--- config.mk ---
export PLATFORM = sky130hd
export DESIGN_NAME = detector_adc_trim
export DESIGN_NICKNAME = d
export VERILOG_FILES = /design/src/rtl/det_trim_pkg.sv /design/src/rtl/reg_access_if.sv /design/src/rtl/detector_adc_trim.sv /design/src/rtl/serial_frame_port.sv
export SDC_FILE = /design/constraint.sdc
export NUM_CORES = 1
export LEC_CHECK = 0
export BUFFER_PORTS_ARGS = -buffer_cell sky130_fd_sc_hd__buf_4
export CORE_UTILIZATION = 50
export CTS_BUF_LIST = sky130_fd_sc_hd__clkbuf_16
export CTS_CLUSTER_DIAMETER = 150
export DETAILED_ROUTE_END_ITERATION = 10
export PLACE_DENSITY = 0.66
export SKIP_CTS_REPAIR_TIMING = 1
export SLEW_MARGIN = 10
export SYNTH_ARGS = -nofsm -noshare
export SYNTH_HDL_FRONTEND = slang
export SYNTH_SLANG_ARGS = --single-unit
--- constraint.sdc ---
create_clock -name clk -period 8.7 [get_ports clk]
set_input_delay 0.435 -clock clk [delete_from_list [all_inputs] [get_ports clk]]
set_output_delay 0.435 -clock clk [all_outputs]
set_load 0.01 [all_outputs]
--- src/rtl/det_trim_pkg.sv ---
// What this block does
// - I-path LO phase trim from 0x05[3:0]
// - Q-path LO phase trim from 0x05[7:4]
// - distortion cancel trim from 0x04[7:0]
// - detector shown on pin and serial readback
// - result valid only with converter controls set
// - conversion starts on falling start bit
// - frame is rw, 6 address, 16 data, parity
package det_trim_pkg;
    // ************************************************************
    // register offsets
    // ************************************************************
    localparam logic [5:0] ADDR_POWER_CTRL = 6'h03;
    localparam logic [5:0] ADDR_LIN_TRIM = 6'h04;
    localparam logic [5:0] ADDR_LO_QUAD = 6'h05;
    localparam logic [5:0] ADDR_CONV_CTRL = 6'h06;
    localparam logic [5:0] ADDR_CONV_RESULT = 6'h0c;

    // ************************************************************
    // reset values
    // ************************************************************
    localparam logic [15:0] RST_POWER_CTRL = 16'h0157;
    localparam logic [15:0] RST_LIN_TRIM = 16'h0080;
    localparam logic [15:0] RST_LO_QUAD = 16'h0000;
    localparam logic [15:0] RST_CONV_CTRL = 16'h0000;
    localparam logic [7:0] RST_RESULT_VAL = 8'h10;

    // ************************************************************
    // field positions
    // ************************************************************
    localparam int LO_DIRECT_BIT = 2;
    localparam int LO_DOUBLER_BIT = 3;
    localparam int DET_ON_BIT = 7;
    localparam int CONV_CLK_BIT = 0;
    localparam int CONV_ON_BIT = 1;
    localparam int CONV_START_BIT = 2;
    localparam int PIN_SEL_BIT = 3;
    localparam int READY_BIT = 8;

    // ************************************************************
    // serial frame layout
    // ************************************************************
    localparam logic [4:0] HDR_LAST_BIT = 5'h06;
    localparam logic [4:0] HDR_BITS = 5'h07;
    localparam logic [4:0] DATA_END_BIT = 5'h17;
    localparam logic [4:0] FRAME_BITS = 5'h18;

    // ************************************************************
    // timing
    // ************************************************************
    localparam int CLK_FREQ_MHZ = 100;
    localparam int CONV_TIME_US = 200;
    localparam int CONV_CYCLES = CONV_TIME_US * CLK_FREQ_MHZ;

    // converter sequencer states
    typedef enum logic [1:0] {
        ST_IDLE = 2'b01,
        ST_CONV = 2'b10
    } conv_state_e;
endpackage

--- src/rtl/reg_access_if.sv ---
// carries decoded register accesses from the serial port to the regs
interface reg_access_if;
    logic wrStb;          // one-cycle write pulse
    logic [5:0] addr;     // address of current frame
    logic [15:0] wrData;  // write data, valid with wrStb
    logic [15:0] rdData;  // read data for addr, combinational

    modport port (output wrStb, output addr, output wrData,
                  input rdData);
    modport regs (input wrStb, input addr, input wrData,
                  output rdData);
endinterface

--- src/rtl/detector_adc_trim.sv ---
module detector_adc_trim #(
    parameter int CONV_CYCLES = det_trim_pkg::CONV_CYCLES
) (
    // clock and reset
    input wire logic clk,
    input wire logic rst,
    // serial port
    input wire logic sclk,
    input wire logic sdin,
    input wire logic senN,
    output logic sdtoOut,
    output logic sdtoOe,
    // digitised detector code from the analog converter
    input wire logic [7:0] detCode,
    // trim outputs to the analog core
    output logic [3:0] iPhaseTrim,
    output logic [3:0] qPhaseTrim,
    output logic [7:0] distortion_cancel_trim,
    // power and mode controls
    output logic detectorOn,
    output logic lo_doubler_on,
    output logic lo_direct_on,
    output logic converterOn,
    output logic converterClkOn,
    output logic convBusy,
    output logic det_voltage_pin
);
    // ************************************************************
    // elaboration check
    // ************************************************************
    if (CONV_CYCLES < 1 || CONV_CYCLES > 1048575) begin : g_bad_cycles
        $error("CONV_CYCLES must lie in 1..1048575");
    end

    localparam logic [19:0] CNT_LAST = 20'(CONV_CYCLES - 1);

    // ************************************************************
    // registers and state
    // ************************************************************
    logic [15:0] powerCtrl_q; // block_power_ctrl
    logic [15:0] linTrim_q;   // linearity_trim
    logic [15:0] loQuad_q;    // lo_quadrature_trim
    logic [15:0] convCtrl_q;  // detector_conv_ctrl
    logic [7:0] resultVal_q;  // held detector result
    logic ready_q;            // result ready flag
    logic startPrev_q;        // start bit one cycle ago
    logic pinOn_q;            // detector level routed to its pin
    logic [19:0] convCnt_q;   // cycles into the conversion
    det_trim_pkg::conv_state_e state_q;
    logic convEnabled;        // detector, converter and clock all on
    logic startFell;          // start bit written high then low

    reg_access_if bus ();

    // serial front end
    serial_frame_port u_port (
        .clk(clk),
        .rst(rst),
        .sclk(sclk),
        .sdin(sdin),
        .senN(senN),
        .sdtoOut_q(sdtoOut),
        .sdtoOe_q(sdtoOe),
        .bus(bus.port)
    );

    assign convEnabled = powerCtrl_q[det_trim_pkg::DET_ON_BIT] &&
                         convCtrl_q[det_trim_pkg::CONV_ON_BIT] &&
                         convCtrl_q[det_trim_pkg::CONV_CLK_BIT];
    assign startFell = startPrev_q &&
                       !convCtrl_q[det_trim_pkg::CONV_START_BIT];

    // outputs are plain slices of the register flops, except busy (state_q) and the pin (pinOn_q)
    assign iPhaseTrim = loQuad_q[3:0];
    assign qPhaseTrim = loQuad_q[7:4];
    assign distortion_cancel_trim = linTrim_q[7:0];
    assign detectorOn = powerCtrl_q[det_trim_pkg::DET_ON_BIT];
    assign lo_doubler_on = powerCtrl_q[det_trim_pkg::LO_DOUBLER_BIT];
    assign lo_direct_on = powerCtrl_q[det_trim_pkg::LO_DIRECT_BIT];
    assign converterOn = convCtrl_q[det_trim_pkg::CONV_ON_BIT];
    assign converterClkOn = convCtrl_q[det_trim_pkg::CONV_CLK_BIT];
    assign convBusy = state_q[1];
    assign det_voltage_pin = pinOn_q;

    // ************************************************************
    // register writes
    // ************************************************************
    // writable registers; reserved bits are kept as written.
    // the mode bits are not policed: doubler and direct may both be set
    always_ff @(posedge clk or posedge rst) begin
        if (rst) begin
            powerCtrl_q <= det_trim_pkg::RST_POWER_CTRL;
            linTrim_q <= det_trim_pkg::RST_LIN_TRIM;
            loQuad_q <= det_trim_pkg::RST_LO_QUAD;
            convCtrl_q <= det_trim_pkg::RST_CONV_CTRL;
        end else if (bus.wrStb) begin
            case (bus.addr)
                det_trim_pkg::ADDR_POWER_CTRL: begin
                    powerCtrl_q <= bus.wrData;
                end
                det_trim_pkg::ADDR_LIN_TRIM: begin
                    linTrim_q <= bus.wrData;
                end
                det_trim_pkg::ADDR_LO_QUAD: begin
                    loQuad_q <= bus.wrData;
                end
                det_trim_pkg::ADDR_CONV_CTRL: begin
                    convCtrl_q <= bus.wrData;
                end
                default: begin
                    // result register and unmapped: write ignored
                end
            endcase
        end
    end

    // ************************************************************
    // register reads
    // ************************************************************
    // result byte reads zero unless the converter is powered and
    // clocked; status is always visible so the host can poll it
    always_comb begin
        case (bus.addr)
            det_trim_pkg::ADDR_POWER_CTRL: bus.rdData = powerCtrl_q;
            det_trim_pkg::ADDR_LIN_TRIM: bus.rdData = linTrim_q;
            det_trim_pkg::ADDR_LO_QUAD: bus.rdData = loQuad_q;
            det_trim_pkg::ADDR_CONV_CTRL: bus.rdData = convCtrl_q;
            det_trim_pkg::ADDR_CONV_RESULT: begin
                bus.rdData = {7'h00, ready_q, 8'h00};
                if (converterOn && converterClkOn) begin
                    bus.rdData[7:0] = resultVal_q;
                end
            end
            default: bus.rdData = 16'h0000;
        endcase
    end

    // ************************************************************
    // detector pin routing
    // ************************************************************
    always_ff @(posedge clk or posedge rst) begin
        if (rst) begin
            pinOn_q <= 1'b0;
        end else begin
            pinOn_q <= powerCtrl_q[det_trim_pkg::DET_ON_BIT] &&
                       convCtrl_q[det_trim_pkg::PIN_SEL_BIT];
        end
    end

    // ************************************************************
    // conversion sequencer
    // ************************************************************
    // start edge tracker
    always_ff @(posedge clk or posedge rst) begin
        if (rst) begin
            startPrev_q <= 1'b0;
        end else begin
            startPrev_q <= convCtrl_q[det_trim_pkg::CONV_START_BIT];
        end
    end

    // a falling start launches a conversion; dropping any enable
    // aborts it and leaves the old result in place
    always_ff @(posedge clk or posedge rst) begin
        if (rst) begin
            state_q <= det_trim_pkg::ST_IDLE;
            convCnt_q <= 20'h0_0000;
            ready_q <= 1'b0;
            resultVal_q <= det_trim_pkg::RST_RESULT_VAL;
        end else begin
            case (state_q)
                det_trim_pkg::ST_IDLE: begin
                    if (startFell && convEnabled) begin
                        state_q <= det_trim_pkg::ST_CONV;
                        convCnt_q <= 20'h0_0000;
                        ready_q <= 1'b0;
                    end
                end
                det_trim_pkg::ST_CONV: begin
                    if (!convEnabled) begin
                        state_q <= det_trim_pkg::ST_IDLE;
                    end else if (convCnt_q == CNT_LAST) begin
                        // only place the result changes
                        state_q <= det_trim_pkg::ST_IDLE;
                        resultVal_q <= detCode;
                        ready_q <= 1'b1;
                    end else begin
                        convCnt_q <= convCnt_q + 20'h0_0001;
                    end
                end
                default: begin
                    state_q <= det_trim_pkg::ST_IDLE;
                end
            endcase
        end
    end
endmodule

--- src/rtl/serial_frame_port.sv ---
module serial_frame_port (
    // clock and reset
    input wire logic clk,
    input wire logic rst,
    // serial pins, sampled on clk
    input wire logic sclk,
    input wire logic sdin,
    input wire logic senN,
    output logic sdtoOut_q,
    output logic sdtoOe_q,
    // register side
    reg_access_if.port bus
);
    // ************************************************************
    // edge detection on the serial clock
    // ************************************************************
    logic sclkPrev_q;     // sclk one cycle ago
    logic rise;           // sclk rising edge
    logic fall;           // sclk falling edge
    logic [4:0] bitCnt_q; // bits taken this frame
    logic [22:0] shift_q; // rw, address and data as received
    logic isRead_q;       // frame is a read
    logic [5:0] addr_q;   // latched address
    logic [15:0] rdShift_q; // remaining read bits plus parity
    logic wrStb_q;
    logic [15:0] wrData_q;
    logic rdParity;       // odd parity over the whole read frame

    assign rise = sclk & ~sclkPrev_q;
    assign fall = ~sclk & sclkPrev_q;
    assign rdParity = ~(^{isRead_q, addr_q, bus.rdData});
    assign bus.wrStb = wrStb_q;
    assign bus.addr = addr_q;
    assign bus.wrData = wrData_q;

    // previous sclk level
    always_ff @(posedge clk or posedge rst) begin
        if (rst) begin
            sclkPrev_q <= 1'b0;
        end else begin
            sclkPrev_q <= sclk;
        end
    end

    // ************************************************************
    // receive path
    // ************************************************************
    // bit counter and shifter; a frame ends whenever enable rises
    always_ff @(posedge clk or posedge rst) begin
        if (rst) begin
            bitCnt_q <= 5'h00;
            shift_q <= 23'h00_0000;
        end else if (senN) begin
            bitCnt_q <= 5'h00;
        end else if (rise && bitCnt_q < det_trim_pkg::FRAME_BITS) begin
            shift_q <= {shift_q[21:0], sdin};
            bitCnt_q <= bitCnt_q + 5'h01;
        end
    end

    // header capture on the last address bit
    always_ff @(posedge clk or posedge rst) begin
        if (rst) begin
            addr_q <= 6'h00;
            isRead_q <= 1'b0;
        end else if (!senN && rise &&
                     bitCnt_q == det_trim_pkg::HDR_LAST_BIT) begin
            addr_q <= {shift_q[4:0], sdin};
            isRead_q <= shift_q[5];
        end
    end

    // write commits when the parity bit arrives; parity is not checked
    always_ff @(posedge clk or posedge rst) begin
        if (rst) begin
            wrStb_q <= 1'b0;
            wrData_q <= 16'h0000;
        end else begin
            wrStb_q <= !senN && rise && !isRead_q &&
                       bitCnt_q == det_trim_pkg::DATA_END_BIT;
            if (!senN && rise && bitCnt_q == det_trim_pkg::DATA_END_BIT)
            begin
                wrData_q <= shift_q[15:0];
            end
        end
    end

    // ************************************************************
    // read path, driven after falling edges, msb first then parity
    // ************************************************************
    always_ff @(posedge clk or posedge rst) begin
        if (rst) begin
            sdtoOut_q <= 1'b0;
            sdtoOe_q <= 1'b0;
            rdShift_q <= 16'h0000;
        end else if (senN) begin
            sdtoOe_q <= 1'b0;
            sdtoOut_q <= 1'b0;
        end else if (fall && isRead_q &&
                     bitCnt_q == det_trim_pkg::HDR_BITS) begin
            // read data is sampled here, so it cannot tear mid-frame
            sdtoOe_q <= 1'b1;
            sdtoOut_q <= bus.rdData[15];
            rdShift_q <= {bus.rdData[14:0], rdParity};
        end else if (fall && sdtoOe_q &&
                     bitCnt_q < det_trim_pkg::FRAME_BITS) begin
            sdtoOut_q <= rdShift_q[15];
            rdShift_q <= {rdShift_q[14:0], 1'b0};
        end
    end
endmodule

==> metrics.md, run 1 <==
| Metric | Value |
|---|---|
| Mean area per synthesized cell | `12.2 um2` |
| Leading register cell type out of synthesis | `dfrtp_1` |
| Most frequently used cell type in the post-synthesis netlist | `dfrtp_1` |
| Seq/Total Area, Yosys | `0.550` |
| Dominant combinational cell family by area after synthesis | `multiplexers` |
| Row count | `43` |
| Maximum resistive drop on vdd | `roughly 0.18 mV` |
| Distinct cells, synth | `between 50 and 60` |
| Most frequent CP cell | `xnor2_1` |
| Largest net degree at the start of global routing | `86` |
| Endpoint type of the worst setup path | `flop` |
| Post-Syn Area | `around 0.0073 mm2` |
| Register area | `slightly above 0.004 mm2` |
| Global routing usage on met3 | `0.0595` |
| Worst Slack Setup Final | `~5.6 ns` |
| Clock slew at the register clock pins of the worst setup and hold paths | `~0.060 ns` |
| Count of H-tree levels built during CTS | `4` |
| Post-Synth Simple-Gate Area | `0.0885` |
| Slew Viols, Final | `0` |
| Post-synth top area share | `0.518` |
| Starting DRT DRC Count | `around 310` |
| Cell at the root of the clock tree | `clkbuf_16` |
| Top post-synthesis cells by area | `dfrtp_1 52%, mux2_2 16%, dfstp_2 3.2%` |
| Number of iterations in the first detailed-routing pass | `6` |
| I/O pin count | `38` |
| Routed WL per cell | `~20 um` |
| Total of buffers placed on input and output ports | `37` |
| Ys async rst share | `1.00` |
| Required @ worst endpoint | `~9 ns` |
| Cell accounting for the most synthesized area | `dfrtp_1` |
| Clock buffers created by TritonCTS | `17` |
| Number of DRC violations after detailed routing | `0` |
| Measured slew at the worst slew-check pin | `~1.2 ns` |
| Number of nets with antenna violations after detailed routing | `0` |
| Cells traversed along the worst timing path | `inv_1 -> ha_1 -> a222oi_1 -> nor2_1 -> a221oi_1 -> xnor3_1 -> xnor2_1 -> xnor2_1 -> o31ai_2` |
| Sink Count | `between 150 and 200` |
| Post-place instance area | `0.00762 mm2` |
| Total chip power | `roughly 1600 uW` |
| Worst Setup Start Kind | `flop` |
| Final weighted congestion of routability-driven global placement | `~0.84` |
| Total power per unit cell area | `196 mW/mm2` |
| Final-layout setup total negative slack | `0 ns` |
| Placeable core region | `0.0141 mm2` |
| Top achievable clock speed | `between 300 and 400 MHz` |
| Final Critical Period | `3.12 ns` |
| Clock tree from TritonCTS | `done` |
| Fin nets | `about 640` |
| Crit-path max FO | `18` |
| Leakage power total | `0.00391 uW` |
| Multiplexer share of the synthesized area | `0.172` |
| Clock network latency to the later pin of the worst-skew pair | `approximately 0.43 ns` |
| Placed Instances | `slightly below 800` |
| Wire length of the first global-routing pass | `approximately 26000 um` |
| Clock network fraction of design power | `0.476` |
| Maximum clock path buffer count | `2` |
| Worst setup path class | `flop to flop` |
| Count of flip-flops with a built-in enable after synthesis | `0` |
| Share of total power in sequential cells | `0.492` |
| Vias in the first global route | `4905` |
| RSZ-0062 raised after global routing | `false` |
| Relative slew margins | `0.211` |
| Gate power share | `0.031` |
| Outcome | `finished, final reports clean` |
| Antenna diode count | `0` |
| Met1 usage | `0.299` |
| Internal Power | `1270 uW` |
| Sw Pwr | `~340 uW` |
| Final worst path period share | `0.358` |
| Delay contributed by the slowest stage of the critical path | `approximately 0.59 ns` |
| Class of the most critical hold timing path | `primary input to async pin` |
| Signed area change from the synthesized netlist to the final layout | `12.1%` |
| Initial Util | `0.521` |
| Fraction of layout cells with a size suffix above 1 | `0.298` |
| Adder and majority cell fraction of the synthesized area | `0.0188` |
| Area of the multi-input gates | `0.00300 mm2` |
| Die area | `~0.015 mm2` |
| Setup slack after placement | `5.58 ns` |
| Total number of vias | `~4800` |
| Overflow left after global routing | `0` |
| Post-detailed-route via-to-cell ratio | `about 5.9` |
| Cell with the biggest individual delay on the critical path | `a222oi_1` |
| Buffers and inverters on the worst path | `1` |
| Synthesis-stage register bit count | `161` |
| Share of total power consumed by net switching | `0.212` |
| Total wirelength of the detailed-routed design | `16000 um` |
| Busiest grt layer | `met2` |
| Worst path top cell family by delay | `compound AO/OA/AOI/OAI gates` |
| Post-layout instance count excluding filler cells | `between 800 and 900` |
| Worst EP arrival | `roughly 3.5 ns` |
| Overall global routing resource usage | `0.235` |
| Hold violation count in the final report | `0` |
| Post-route cell area | `between 0.008 and 0.009 mm2` |
| Number of fillers in the final layout | `approximately 1200` |
| Horizontal extent of the die | `123 um` |
| Share of the synthesized netlist area taken by xor and xnor gates | `0.0448` |
| Number of maximum-capacitance constraint violations | `0` |
| Final setup violation count | `0` |
| Met2 usage | `0.387` |
| Count of synthesis-stage warnings from yosys | `0` |
| Die Y-Extent | `between 100 and 150 um` |
| Initial antenna violation count | `0` |
| Complex-gate fraction of the synthesized area | `0.0823` |
| Cell count after synthesis | `about 600` |
| Post-synthesis net count | `approximately 630` |
| Most frequent cells after synthesis | `152 x dfrtp_1, 106 x mux2_2, 44 x nor2_1` |
| Post-DP HPWL | `10900 um` |
| Final setup skew | `between 0.01 and 0.015 ns` |
## metal layers
| metal | vias up | share of wire | wire, um |
|---|---|---|---|
| li1 | 2159 | - | - |
| met1 | 2450 | 0.44 | 7000 |
| met2 | 127 | 0.50 | 8000 |
| met3 | 24 | 0.046 | 736 |
| met4 | 0 | 0.018 | 283 |
| met5 | - | 0 | 0 |
## power by group through the flow
| stage | sequential [uW] | clock, uW | combinational (uW) |
|---|---|---|---|
| 2_1_floorplan | 797 | 0 | 38.7 |
| 5_1_grt | 797 | 812 | 57.8 |
| 3_3_place_gp | 805 | 0 | 49.8 |
| 3_5_place_dp | 807 | 0 | 51.7 |
| 4_1_cts | 793 | 784 | 52.0 |
| 6_report | 793 | 767 | 50.4 |
## through the flow
| stage | hold WS [ns] | util |
|---|---|---|
| 5_1_grt | 0.115 | 0.584 |
| 6_report | 0.109 | 0.584 |
| 4_1_cts | 0.110 | 0.584 |
| 2_1_floorplan | 0.390 | - |
| 3_3_place_gp | 0.458 | 0.541 |
| 3_5_place_dp | 0.466 | 0.541 |
## path summary, 6_finish.rpt
| check | from | endpoint | slack [ns] | cells past startpoint |
|---|---|---|---|---|
| hold / removal | rst | u_port.rdShift_q[5]$_DFFE_PP0P_ | 0.11 | 2 |
| setup / recovery | u_port.bus.addr[0]$_DFFE_PP0P_ | u_port.rdShift_q[0]$_DFFE_PP0P_ | 5.58 | 9 |
| setup reg to reg | u_port.bus.addr[0]$_DFFE_PP0P_ | u_port.rdShift_q[0]$_DFFE_PP0P_ | 5.58 | 9 |
| hold reg to reg | u_port.rdShift_q[10]$_DFFE_PP0P_ | u_port.rdShift_q[10]$_DFFE_PP0P_ | 0.48 | 1 |
| min in group clk | sclk | u_port.sclkPrev_q$_DFF_PP0_ | 0.13 | 1 |
| max in group asynchronous | rst | u_port.bus.addr[0]$_DFFE_PP0P_ | 7.07 | 3 |
## kinds of logic (layout without fill, tap and decap cells)
family	count (synthesis)	count (layout)
flip-flops	161	161
AND/OR/NAND/NOR	134	134
multiplexers	113	113
AO/OA/AOI/OAI	87	87
buffers and inverters	60	85
XOR/XNOR	36	36
adder cells (fa/ha/maj)	11	11
## placed cells by master, fill, tap and decap left out, types with 4 or more instances in the layout
cell type	count
dfstp_2	9
nand2_1	38
clkbuf_16	17
bufinv_16	4
ha_1	11
nand4_1	13
nand3_1	7
inv_1	14
xnor2_1	18
mux2i_1	7
nor2_1	44
a221oi_1	6
nor2b_1	6
a21oi_1	18
xor2_1	17
buf_4	41
a222oi_1	14
dfrtp_1	152
mux2_2	106
and3_1	8
a22oi_1	4
o21ai_0	25
a211oi_1	4
## registers in the layout, summed over array words and instances (netlist names)
register / cells
startPrev_q: 1
u_port.shift_q: 16
convCtrl_q: 16
linTrim_q: 16
u_port.rdShift_q: 16
u_port.bitCnt_q: 5
u_port.bus.wrData: 16
ready_q: 1
resultVal_q: 8
powerCtrl_q: 16
u_port.sdtoOe_q: 1
u_port.sclkPrev_q: 1
u_port.bus.wrStb: 1
u_port.sdtoOut_q: 1
convCnt_q: 20
det_voltage_pin: 1
u_port.bus.addr: 6
u_port.isRead_q: 1
state_q: 2
loQuad_q: 16
## area by class of cell
| type | instances | area share |
|---|---|---|
| tap | 180 | 0.0274 |
| timing repair buffer | 41 | 0.0374 |
| clock buffer | 17 | 0.0517 |
| clock inverter | 15 | 0.0216 |
| inverter | 12 | 0.00608 |
| sequential | 161 | 0.491 |
| multi-input combinational | 381 | 0.365 |
No activity file was read; power rests on OpenSTA's default activity.
==> run 2, diff against run 1 <==
--- a/config.mk
+++ b/config.mk
@@ -5,12 +5,13 @@
 export SDC_FILE = /design/constraint.sdc
 export NUM_CORES = 1
 export LEC_CHECK = 0
+export ABC_AREA = 1
 export BUFFER_PORTS_ARGS = -buffer_cell sky130_fd_sc_hd__buf_4
 export CORE_UTILIZATION = 50
 export CTS_BUF_LIST = sky130_fd_sc_hd__clkbuf_16
 export CTS_CLUSTER_DIAMETER = 150
 export DETAILED_ROUTE_END_ITERATION = 10
-export PLACE_DENSITY = 0.66
+export PLACE_DENSITY = 0.69
 export SKIP_CTS_REPAIR_TIMING = 1
 export SLEW_MARGIN = 10
 export SYNTH_ARGS = -nofsm -noshare
==> constraint.sdc (replaced) <==
create_clock -name clk -period 2.61 [get_ports clk]
set_input_delay 0.1305 -clock clk [delete_from_list [all_inputs] [get_ports clk]]
set_output_delay 0.1305 -clock clk [all_outputs]
set_load 0.01 [all_outputs]
==> run 2 against run 1 <==
Compared with the run above:
- fmax grew 31%
- setup slack lost 5.3 ns
- total power grew to 3.2 times the previous value
- die area grew 10%
- first-iteration DRC count grew 78%
- register-to-register slack lost 5.3 ns
- combinational power grew to 3.5 times the previous value
- synthesized cell count grew 72%
- final cell count grew 63%
- sequential power grew to 3.3 times the previous value
- worst hold slack gained 0.27 ns
- critical path type unchanged
==> metrics.md, run 2 <==
| Metric | Value |
|---|---|
| Initial Util | `0.512 (-0.00890)` |
| Final setup violation count | `0 (unchanged)` |
| Share of the synthesized netlist area taken by xor and xnor gates | `0.00757 (-0.0373)` |
| Slack of the worst reg-to-reg path | `0.24 ns (-5.35 ns)` |
| Maximum clock path buffer count | `2 (unchanged)` |
| Dominant combinational cell family by area after synthesis | `simple AND/OR/NAND/NOR gates` |
| Most frequent cells in the layout | `280 x nand2_1, 152 x dfrtp_1, 139 x inv_1` |
| Flip-flop count of the largest register, all copies and words added | `20 (unchanged)` |
| Ys async rst share | `1.00 (unchanged)` |
| Delay contributed by the slowest stage of the critical path | `0.40 ns (-0.19 ns)` |
| Routed WL per cell | `15.0 um (-24%)` |
| Buffers and inverters on the worst path | `2 (+1)` |
| Endpoint type of the worst setup path | `flop` |
| Levels on crit path | `17 (+8)` |
| Mean area per synthesized cell | `7.81 um2 (-36%)` |
| Final weighted congestion of routability-driven global placement | `0.885 (+5.1%)` |
| Vias in the first global route | `6296 (+28%)` |
| Largest net degree at the start of global routing | `38 (-56%)` |
| Share of total power consumed by net switching | `0.248 (+0.0365)` |
| Total power per unit cell area | `551 mW/mm2 (+180%)` |
| Fraction of layout cells with a size suffix above 1 | `0.124 (-0.174)` |
| Clock buffers created by TritonCTS | `17 (unchanged)` |
| Fin nets | `1109 (+74%)` |
| Post-Synth Simple-Gate Area | `0.244 (+0.156)` |
| Most frequent cells after synthesis | `280 x nand2_1, 152 x dfrtp_1, 140 x inv_1` |
| Adder and majority cell fraction of the synthesized area | `0.0170 (-0.00176)` |
| Total wirelength of the detailed-routed design | `19800 um (+23%)` |
| Critical register-to-register path startpoint | `u_port.bus.addr[0]$_DFFE_PP0P_` |
| Top post-synthesis cells by area | `dfrtp_1 47%, nand2_1 13%, o21ai_0 8.5%` |
| Seq/Total Area, Yosys | `0.499 (-0.0517)` |
| Complex-gate fraction of the synthesized area | `0.120 (+0.0377)` |
| Outcome | `finished, final reports clean` |
| Signed area change from the synthesized netlist to the final layout | `15.6%` |
| Number of maximum-capacitance constraint violations | `0 (unchanged)` |
| Fin util | `0.592 (+0.00802)` |
| Cell at the root of the clock tree | `clkbuf_16` |
| Die Y-Extent | `129 um (+5.0%)` |
| Crit-path max FO | `6 (-12)` |
| Start point of the critical path | `u_port.bus.addr[0]$_DFFE_PP0P_` |
| Count of synthesis-stage warnings from yosys | `0 (unchanged)` |
| Total of buffers placed on input and output ports | `37 (unchanged)` |
| Worst-case hold path end point | `u_port.sclkPrev_q$_DFF_PP0_` |
| Worst EP arrival | `2.69 ns (-0.76 ns)` |
| Sw Pwr | `1280 uW (+280%)` |
| Worst Setup Start Kind | `flop` |
| Clock network latency to the later pin of the worst-skew pair | `0.44 ns (about the same)` |
| Multiplexer share of the synthesized area | `0.0111 (-0.161)` |
| Horizontal extent of the die | `129 um (+5.0%)` |
| Number of DRC violations after detailed routing | `0 (unchanged)` |
| Most common library cell in the layout ignoring fill and taps | `nand2_1` |
| Distinct cells, synth | `38 (-27%)` |
| Post-synthesis net count | `1061 (+69%)` |
| Clock network fraction of design power | `0.467 (-0.009)` |
| Post-detailed-route via-to-cell ratio | `5.19 (-12%)` |
| Clock slew at the register clock pins of the worst setup and hold paths | `0.07 ns (about the same)` |
| Starting DRT DRC Count | `548 (+78%)` |
| Overall global routing resource usage | `0.253 (+0.0186)` |
| Initial antenna violation count | `0 (unchanged)` |
| Hold violation count in the final report | `0 (unchanged)` |
| Hold path depth | `2` |
| Internal Power | `3880 uW (+210%)` |
| Cell with the biggest individual delay on the critical path | `dfrtp_1` |
| Wire length of the first global-routing pass | `32200 um (+24%)` |
| Measured slew at the worst slew-check pin | `0.830 ns (-0.350 ns)` |
| Number of iterations in the first detailed-routing pass | `5 (-1)` |
| Cells traversed along the worst timing path | `inv_1 -> ha_1 -> nand3_1 -> nor2_1 -> nor2_1 -> nand2_1 -> nand2_1 -> nand2_1 -> inv_1 -> nand2_1 -> nand2_1 -> nand2_1 -> nand3_1 -> nand2_1 -> nand2_1 -> nand3_1 -> nand2_1` |
| Sink Count | `161 (unchanged)` |
| Worst path top cell family by delay | `simple AND/OR/NAND/NOR gates` |
| Count of H-tree levels built during CTS | `4 (unchanged)` |
| Most frequently used cell type in the post-synthesis netlist | `nand2_1` |
| Final-layout setup total negative slack | `0 ns (unchanged)` |
| Maximum resistive drop on vdd | `0.484 mV (+170%)` |
| Number of nets with antenna violations after detailed routing | `0 (unchanged)` |
| Post-DP HPWL | `14300 um (+31%)` |
| Reg2reg path depth | `17 (+8)` |
| Top achievable clock speed | `422 MHz (+31%)` |
| Number of fillers in the final layout | `1414 (+21%)` |
| Placeable core region | `0.0158 mm2 (+12%)` |
| Final worst path period share | `0.909 (+0.551)` |
| Final Critical Period | `2.37 ns (-0.745 ns)` |
| Register with the most flip-flops | `convCnt_q` |
| Relative slew margins | `0.445 (+0.234)` |
| Required @ worst endpoint | `2.93 ns (-6.11 ns)` |
| Leading register cell type out of synthesis | `dfrtp_1` |
| Leakage power total | `0.00439 uW (+12%)` |
| Synthesis-stage register bit count | `161 (unchanged)` |
| RSZ-0062 raised after global routing | `true` |
| Die area | `0.0167 mm2 (+10%)` |
| Count of flip-flops with a built-in enable after synthesis | `0 (unchanged)` |
| I/O pin count | `38 (unchanged)` |
| Most frequent CP cell | `nand2_1` |
| Post-synth top area share | `0.470 (-0.0487)` |
| Final setup skew | `0.0140 ns (+0.00220 ns)` |
| Cell accounting for the most synthesized area | `dfrtp_1` |
| Clock tree from TritonCTS | `done` |
| Antenna diode count | `0 (unchanged)` |
| Worst hold start | `sclk` |
| Share of total power in sequential cells | `0.499 (+0.007)` |
| Post-Syn Area | `0.00810 mm2 (+10%)` |
| Row count | `46 (+7.0%)` |
| Worst setup path class | `flop to flop` |
| Slew Viols, Final | `0 (unchanged)` |
| Class of the most critical hold timing path | `primary input to flop` |
| Gate power share | `0.034 (+0.003)` |
| Cell count after synthesis | `1037 (+72%)` |
| Overflow left after global routing | `0 (unchanged)` |
| Total number of vias | `6824 (+43%)` |
| Critical R2R Capture | `u_port.rdShift_q[0]$_DFFE_PP0P_` |
run 2: cell count changes in the layout (fill, tap and decap cells not counted), sizes merged, moves of 24 or more:
cell | before | now
buf | 41 | 65
nand3 | 7 | 41
o21ai | 26 | 143
nand2 | 38 | 283
inv | 16 | 154
mux2 | 106 | 8
nor2 | 44 | 100
run 2: cell families (layout without fill, tap and decap cells):
family / after synthesis / after routing
simple gates: 471 / 471
buf+inv: 192 / 253
compound gates: 187 / 187
flops: 161 / 161
fa+ha+maj: 11 / 11
mux: 8 / 8
xor+xnor: 7 / 7
run 2: area by class of cell:
type,count,area [um2],share of cell area
Timing Repair Buffer,77,683,0.0730
Multi-Input combinational cell,684,3260,0.348
Inverter,144,548,0.0585
Tap cell,216,270,0.0289
Clock buffer,17,425,0.0454
Sequential cell,161,4040,0.432
Clock inverter,15,138,0.0147
run 2: power by group through the flow:
stage	Clock, uW	Sequential (uW)	Combinational [uW]
3_5_place_dp	0	2620	166
6_report	2410	2580	175
5_1_grt	2560	2580	204
4_1_cts	2450	2580	167
2_1_floorplan	0	2620	101
3_3_place_gp	0	2620	165
run 2: how the worst max path moves through the flow:
stage	endpoint	slack [ns]
5_1_grt	u_port.rdShift_q[0]$_DFFE_PP0P_	-0.02
4_1_cts	u_port.rdShift_q[0]$_DFFE_PP0P_	0.10
6_report	u_port.rdShift_q[0]$_DFFE_PP0P_	0.24
2_1_floorplan	convCnt_q[0]$_DFFE_PP0P_	0.44
3_5_place_dp	u_port.rdShift_q[0]$_DFFE_PP0P_	0.12
3_3_place_gp	u_port.rdShift_q[5]$_DFFE_PP0P_	0.14
run 2: worst register-to-register path, delay by kind of cell, from the launching register on:
kind / cells / cell delay, ns
adders and majority gates: 1 / 0.32
DFF: 1 / 0.40
buffers and inverters: 2 / 0.16
and+or+nand+nor: 14 / 1.37
run 2: routing by layer:
metal  routed length, um  track usage  vias to the layer above
li1                    -            -                     3395
met1                9180        0.348                     3204
met2                9020        0.397                      190
met3                1100       0.0475                       35
met4                 454        0.102                        0
met5                   0            0                        -
run 2: stage by stage:
stage               area (um2)  setup WS, ns  instances  total power (uW)  hold WS, ns
global route              9360       -0.0237       1314              5340        0.398
detailed placement        8600         0.116       1265              2790        0.271
finish                    9360         0.238       1314              5160        0.381
CTS                       9160         0.101       1297              5200       -0.184
floorplan                 8100         0.444       1037              2720        0.162
global placement          8600         0.138       1265              2790        0.260
==> run 3, diff against run 2 <==
--- a/config.mk
+++ b/config.mk
@@ -11,7 +11,7 @@
 export CTS_BUF_LIST = sky130_fd_sc_hd__clkbuf_16
 export CTS_CLUSTER_DIAMETER = 150
 export DETAILED_ROUTE_END_ITERATION = 10
-export PLACE_DENSITY = 0.69
+export PLACE_DENSITY = 0.7
 export SKIP_CTS_REPAIR_TIMING = 1
 export SLEW_MARGIN = 10
 export SYNTH_ARGS = -nofsm -noshare
==> run 3 against run 2 <==
Compared with the run above:
- the run now ends with hold timing left
- non-clock buffer count fell by 4
- sequential power barely moved
- register-to-register slack improved by 0.02 ns
- via count fell by 0.18%
- critical path depth rose by 1
- global-route usage barely moved
- sequential share of layout area rose by 0.37 points
- die area did not move
- flip-flop and latch count did not move
- largest cell class unchanged
==> metrics.md, run 3 (same netlist as run 2, synthesis figures left out) <==
| Metric | Value |
|---|---|
| Maximum resistive drop on vdd | `0.491 mV (+1.3%)` |
| Routed WL per cell | `14.9 um (-0.76%)` |
| Horizontal extent of the die | `129 um (unchanged)` |
| Overall global routing resource usage | `0.254 (about the same)` |
| Wire length of the first global-routing pass | `32100 um (-0.17%)` |
| Top achievable clock speed | `425 MHz (+0.81%)` |
| Internal Power | `4090 uW (+5.4%)` |
| Gate power share | `0.031 (-0.003)` |
| Die area | `0.0167 mm2 (unchanged)` |
| Overflow left after global routing | `0 (unchanged)` |
| Worst path top cell family by delay | `simple AND/OR/NAND/NOR gates` |
| Leakage power total | `0.00438 uW (-0.26%)` |
| Worst setup path class | `flop to flop` |
| Crit-path max FO | `7 (+1)` |
| Area of the multi-input gates | `0.00325 mm2 (-0.23%)` |
| Measured slew at the worst slew-check pin | `0.835 ns (+0.00517 ns)` |
| Clock network fraction of design power | `0.475 (+0.008)` |
| Largest net degree at the start of global routing | `162 (+330%)` |
| Outcome | `finished with violations` |
| Cells traversed along the worst timing path | `inv_1 -> ha_1 -> inv_1 -> nor2_4 -> buf_4 -> nand2_1 -> nand3_1 -> nor2_1 -> nand2_1 -> nand2_1 -> nand2_1 -> nand2_1 -> nand2_1 -> nand3_1 -> nand2_1 -> nand2_1 -> nand3_1 -> nand2_1` |
| Post-detailed-route via-to-cell ratio | `5.20 (+0.13%)` |
| Hold violation count in the final report | `51 (+51)` |
| Post-DP HPWL | `13800 um (-3.3%)` |
| Share of total power consumed by net switching | `0.217 (-0.0314)` |
| Signed area change from the synthesized netlist to the final layout | `14.6%` |
| Initial Util | `0.512 (unchanged)` |
| Cell with the biggest individual delay on the critical path | `dfrtp_1` |
| Share of total power in sequential cells | `0.494 (-0.005)` |
| Number of maximum-capacitance constraint violations | `0 (unchanged)` |
| Violated checks | `hold timing` |
| Fraction of layout cells with a size suffix above 1 | `0.115 (-0.00869)` |
| Critical register-to-register path startpoint | `u_port.bus.addr[0]$_DFFE_PP0P_` |
| Total of buffers placed on input and output ports | `37 (unchanged)` |
| Start point of the critical path | `u_port.bus.addr[0]$_DFFE_PP0P_` |
| Number of DRC violations after detailed routing | `0 (unchanged)` |
| Clock tree from TritonCTS | `done` |
| Worst Setup Start Kind | `flop` |
| Cell at the root of the clock tree | `clkbuf_16` |
| Clock network latency to the later pin of the worst-skew pair | `0.43 ns (about the same)` |
| Total wirelength of the detailed-routed design | `19500 um (-1.1%)` |
| Total number of vias | `6812 (-0.18%)` |
| Placeable core region | `0.0158 mm2 (unchanged)` |
| Row count | `46 (unchanged)` |
| Total power per unit cell area | `562 mW/mm2 (+2.0%)` |
| Slew Viols, Final | `0 (unchanged)` |
| Clock slew at the register clock pins of the worst setup and hold paths | `0.06 ns (about the same)` |
| Final worst path period share | `0.901 (-0.00729)` |
| Sink Count | `161 (unchanged)` |
| Most frequent cells in the layout | `280 x nand2_1, 152 x dfrtp_1, 143 x inv_1` |
| Count of H-tree levels built during CTS | `4 (unchanged)` |
| Fin nets | `1105 (-0.36%)` |
| Hold Worst Slack | `-0.0421 ns (-0.423 ns)` |
| Vias in the first global route | `6383 (+1.4%)` |
| Register area | `0.00404 mm2 (unchanged)` |
| Post-place instance area | `0.00854 mm2 (-0.64%)` |
| Required @ worst endpoint | `2.93 ns (about the same)` |
| Reg2reg path depth | `18 (+1)` |
| Critical R2R Capture | `u_port.rdShift_q[0]$_DFFE_PP0P_` |
| Slack of the worst reg-to-reg path | `0.26 ns (+0.02 ns)` |
| Post-route cell area | `0.00928 mm2 (-0.84%)` |
| Worst EP arrival | `2.67 ns (-0.02 ns)` |
| I/O pin count | `38 (unchanged)` |
| Most common library cell in the layout ignoring fill and taps | `nand2_1` |
| Final setup violation count | `0 (unchanged)` |
| Delay contributed by the slowest stage of the critical path | `0.40 ns (about the same)` |
| Total chip power | `5220 uW (+1.2%)` |
| Sw Pwr | `1130 uW (-12%)` |
| Final Critical Period | `2.35 ns (-0.0190 ns)` |
| Final setup skew | `0.0109 ns (-0.00309 ns)` |
| Buffers and inverters on the worst path | `3 (+1)` |
| Flip-flop count of the largest register, all copies and words added | `20 (unchanged)` |
| Clock buffers created by TritonCTS | `17 (unchanged)` |
| Initial antenna violation count | `0 (unchanged)` |
| Number of fillers in the final layout | `1444 (+2.1%)` |
| Number of iterations in the first detailed-routing pass | `8 (+3)` |
| Register with the most flip-flops | `convCnt_q` |
| Post-layout instance count excluding filler cells | `1310 (-0.30%)` |
| Maximum clock path buffer count | `2 (unchanged)` |
| Relative slew margins | `0.443 (-0.00228)` |
| Class of the most critical hold timing path | `primary input to async pin` |
| Levels on crit path | `18 (+1)` |
| Number of nets with antenna violations after detailed routing | `0 (unchanged)` |
| Most frequent CP cell | `nand2_1` |
| Starting DRT DRC Count | `580 (+5.8%)` |
| Die Y-Extent | `129 um (unchanged)` |
| Antenna diode count | `0 (unchanged)` |
| Critical path endpoint | `u_port.rdShift_q[0]$_DFFE_PP0P_` |
| Placed Instances | `1261 (-0.32%)` |
| Final weighted congestion of routability-driven global placement | `0.876 (-1.1%)` |
| Endpoint type of the worst setup path | `flop` |
[run 3: how the worst min path moves through the flow]
stage	endpoint	slack [ns]
final	u_port.bus.wrData[7]$_DFFE_PP0P_	-0.04
after global routing	u_port.bitCnt_q[4]$_DFFE_PP0P_	0.001
after detailed placement	u_port.sclkPrev_q$_DFF_PP0_	0.26
after floorplan	u_port.sclkPrev_q$_DFF_PP0_	0.16
after CTS	u_port.sclkPrev_q$_DFF_PP0_	-0.20
after global placement	u_port.sclkPrev_q$_DFF_PP0_	0.26
[run 3: power groups by stage]
stage	clock network [uW]	logic, uW	registers [uW]
finish	2480	163	2580
CTS	2520	157	2580
detailed placement	0	155	2620
global route	2610	190	2580
global placement	0	153	2620
floorplan	0	101	2620
[run 3: final cells by class]
cell class	instances	area share
Clock buffer	17	0.0458
Inverter	144	0.0586
Sequential cell	161	0.435
Multi-Input combinational cell	684	0.350
Timing Repair Buffer	73	0.0644
Tap cell	216	0.0291
Clock inverter	15	0.0167
[run 3: routing by layer]
layer	share of wire	vias up	global-route usage	wire (um)
li1	-	3387	-	-
met1	0.47	3245	0.341	9150
met2	0.47	154	0.399	9120
met3	0.051	26	0.0665	996
met4	0.015	0	0.0844	284
met5	0	-	0	0
[run 3: worst min-delay path, cell delays in order]
cell        delay, ns
buf_4            0.12
clkinvlp_4       0.07
buf_12           0.59
[run 3: per-stage QoR]
| step | TNS (ns) | setup slack (ns) | utilization |
|---|---|---|---|
| 2_1_floorplan | 0 | 0.444 | - |
| 3_3_place_gp | 0 | 0.205 | 0.540 |
| 3_5_place_dp | 0 | 0.190 | 0.540 |
| 4_1_cts | 0 | 0.179 | 0.576 |
| 5_1_grt | -0.0211 | -0.0211 | 0.587 |
| 6_report | 0 | 0.257 | 0.587 |
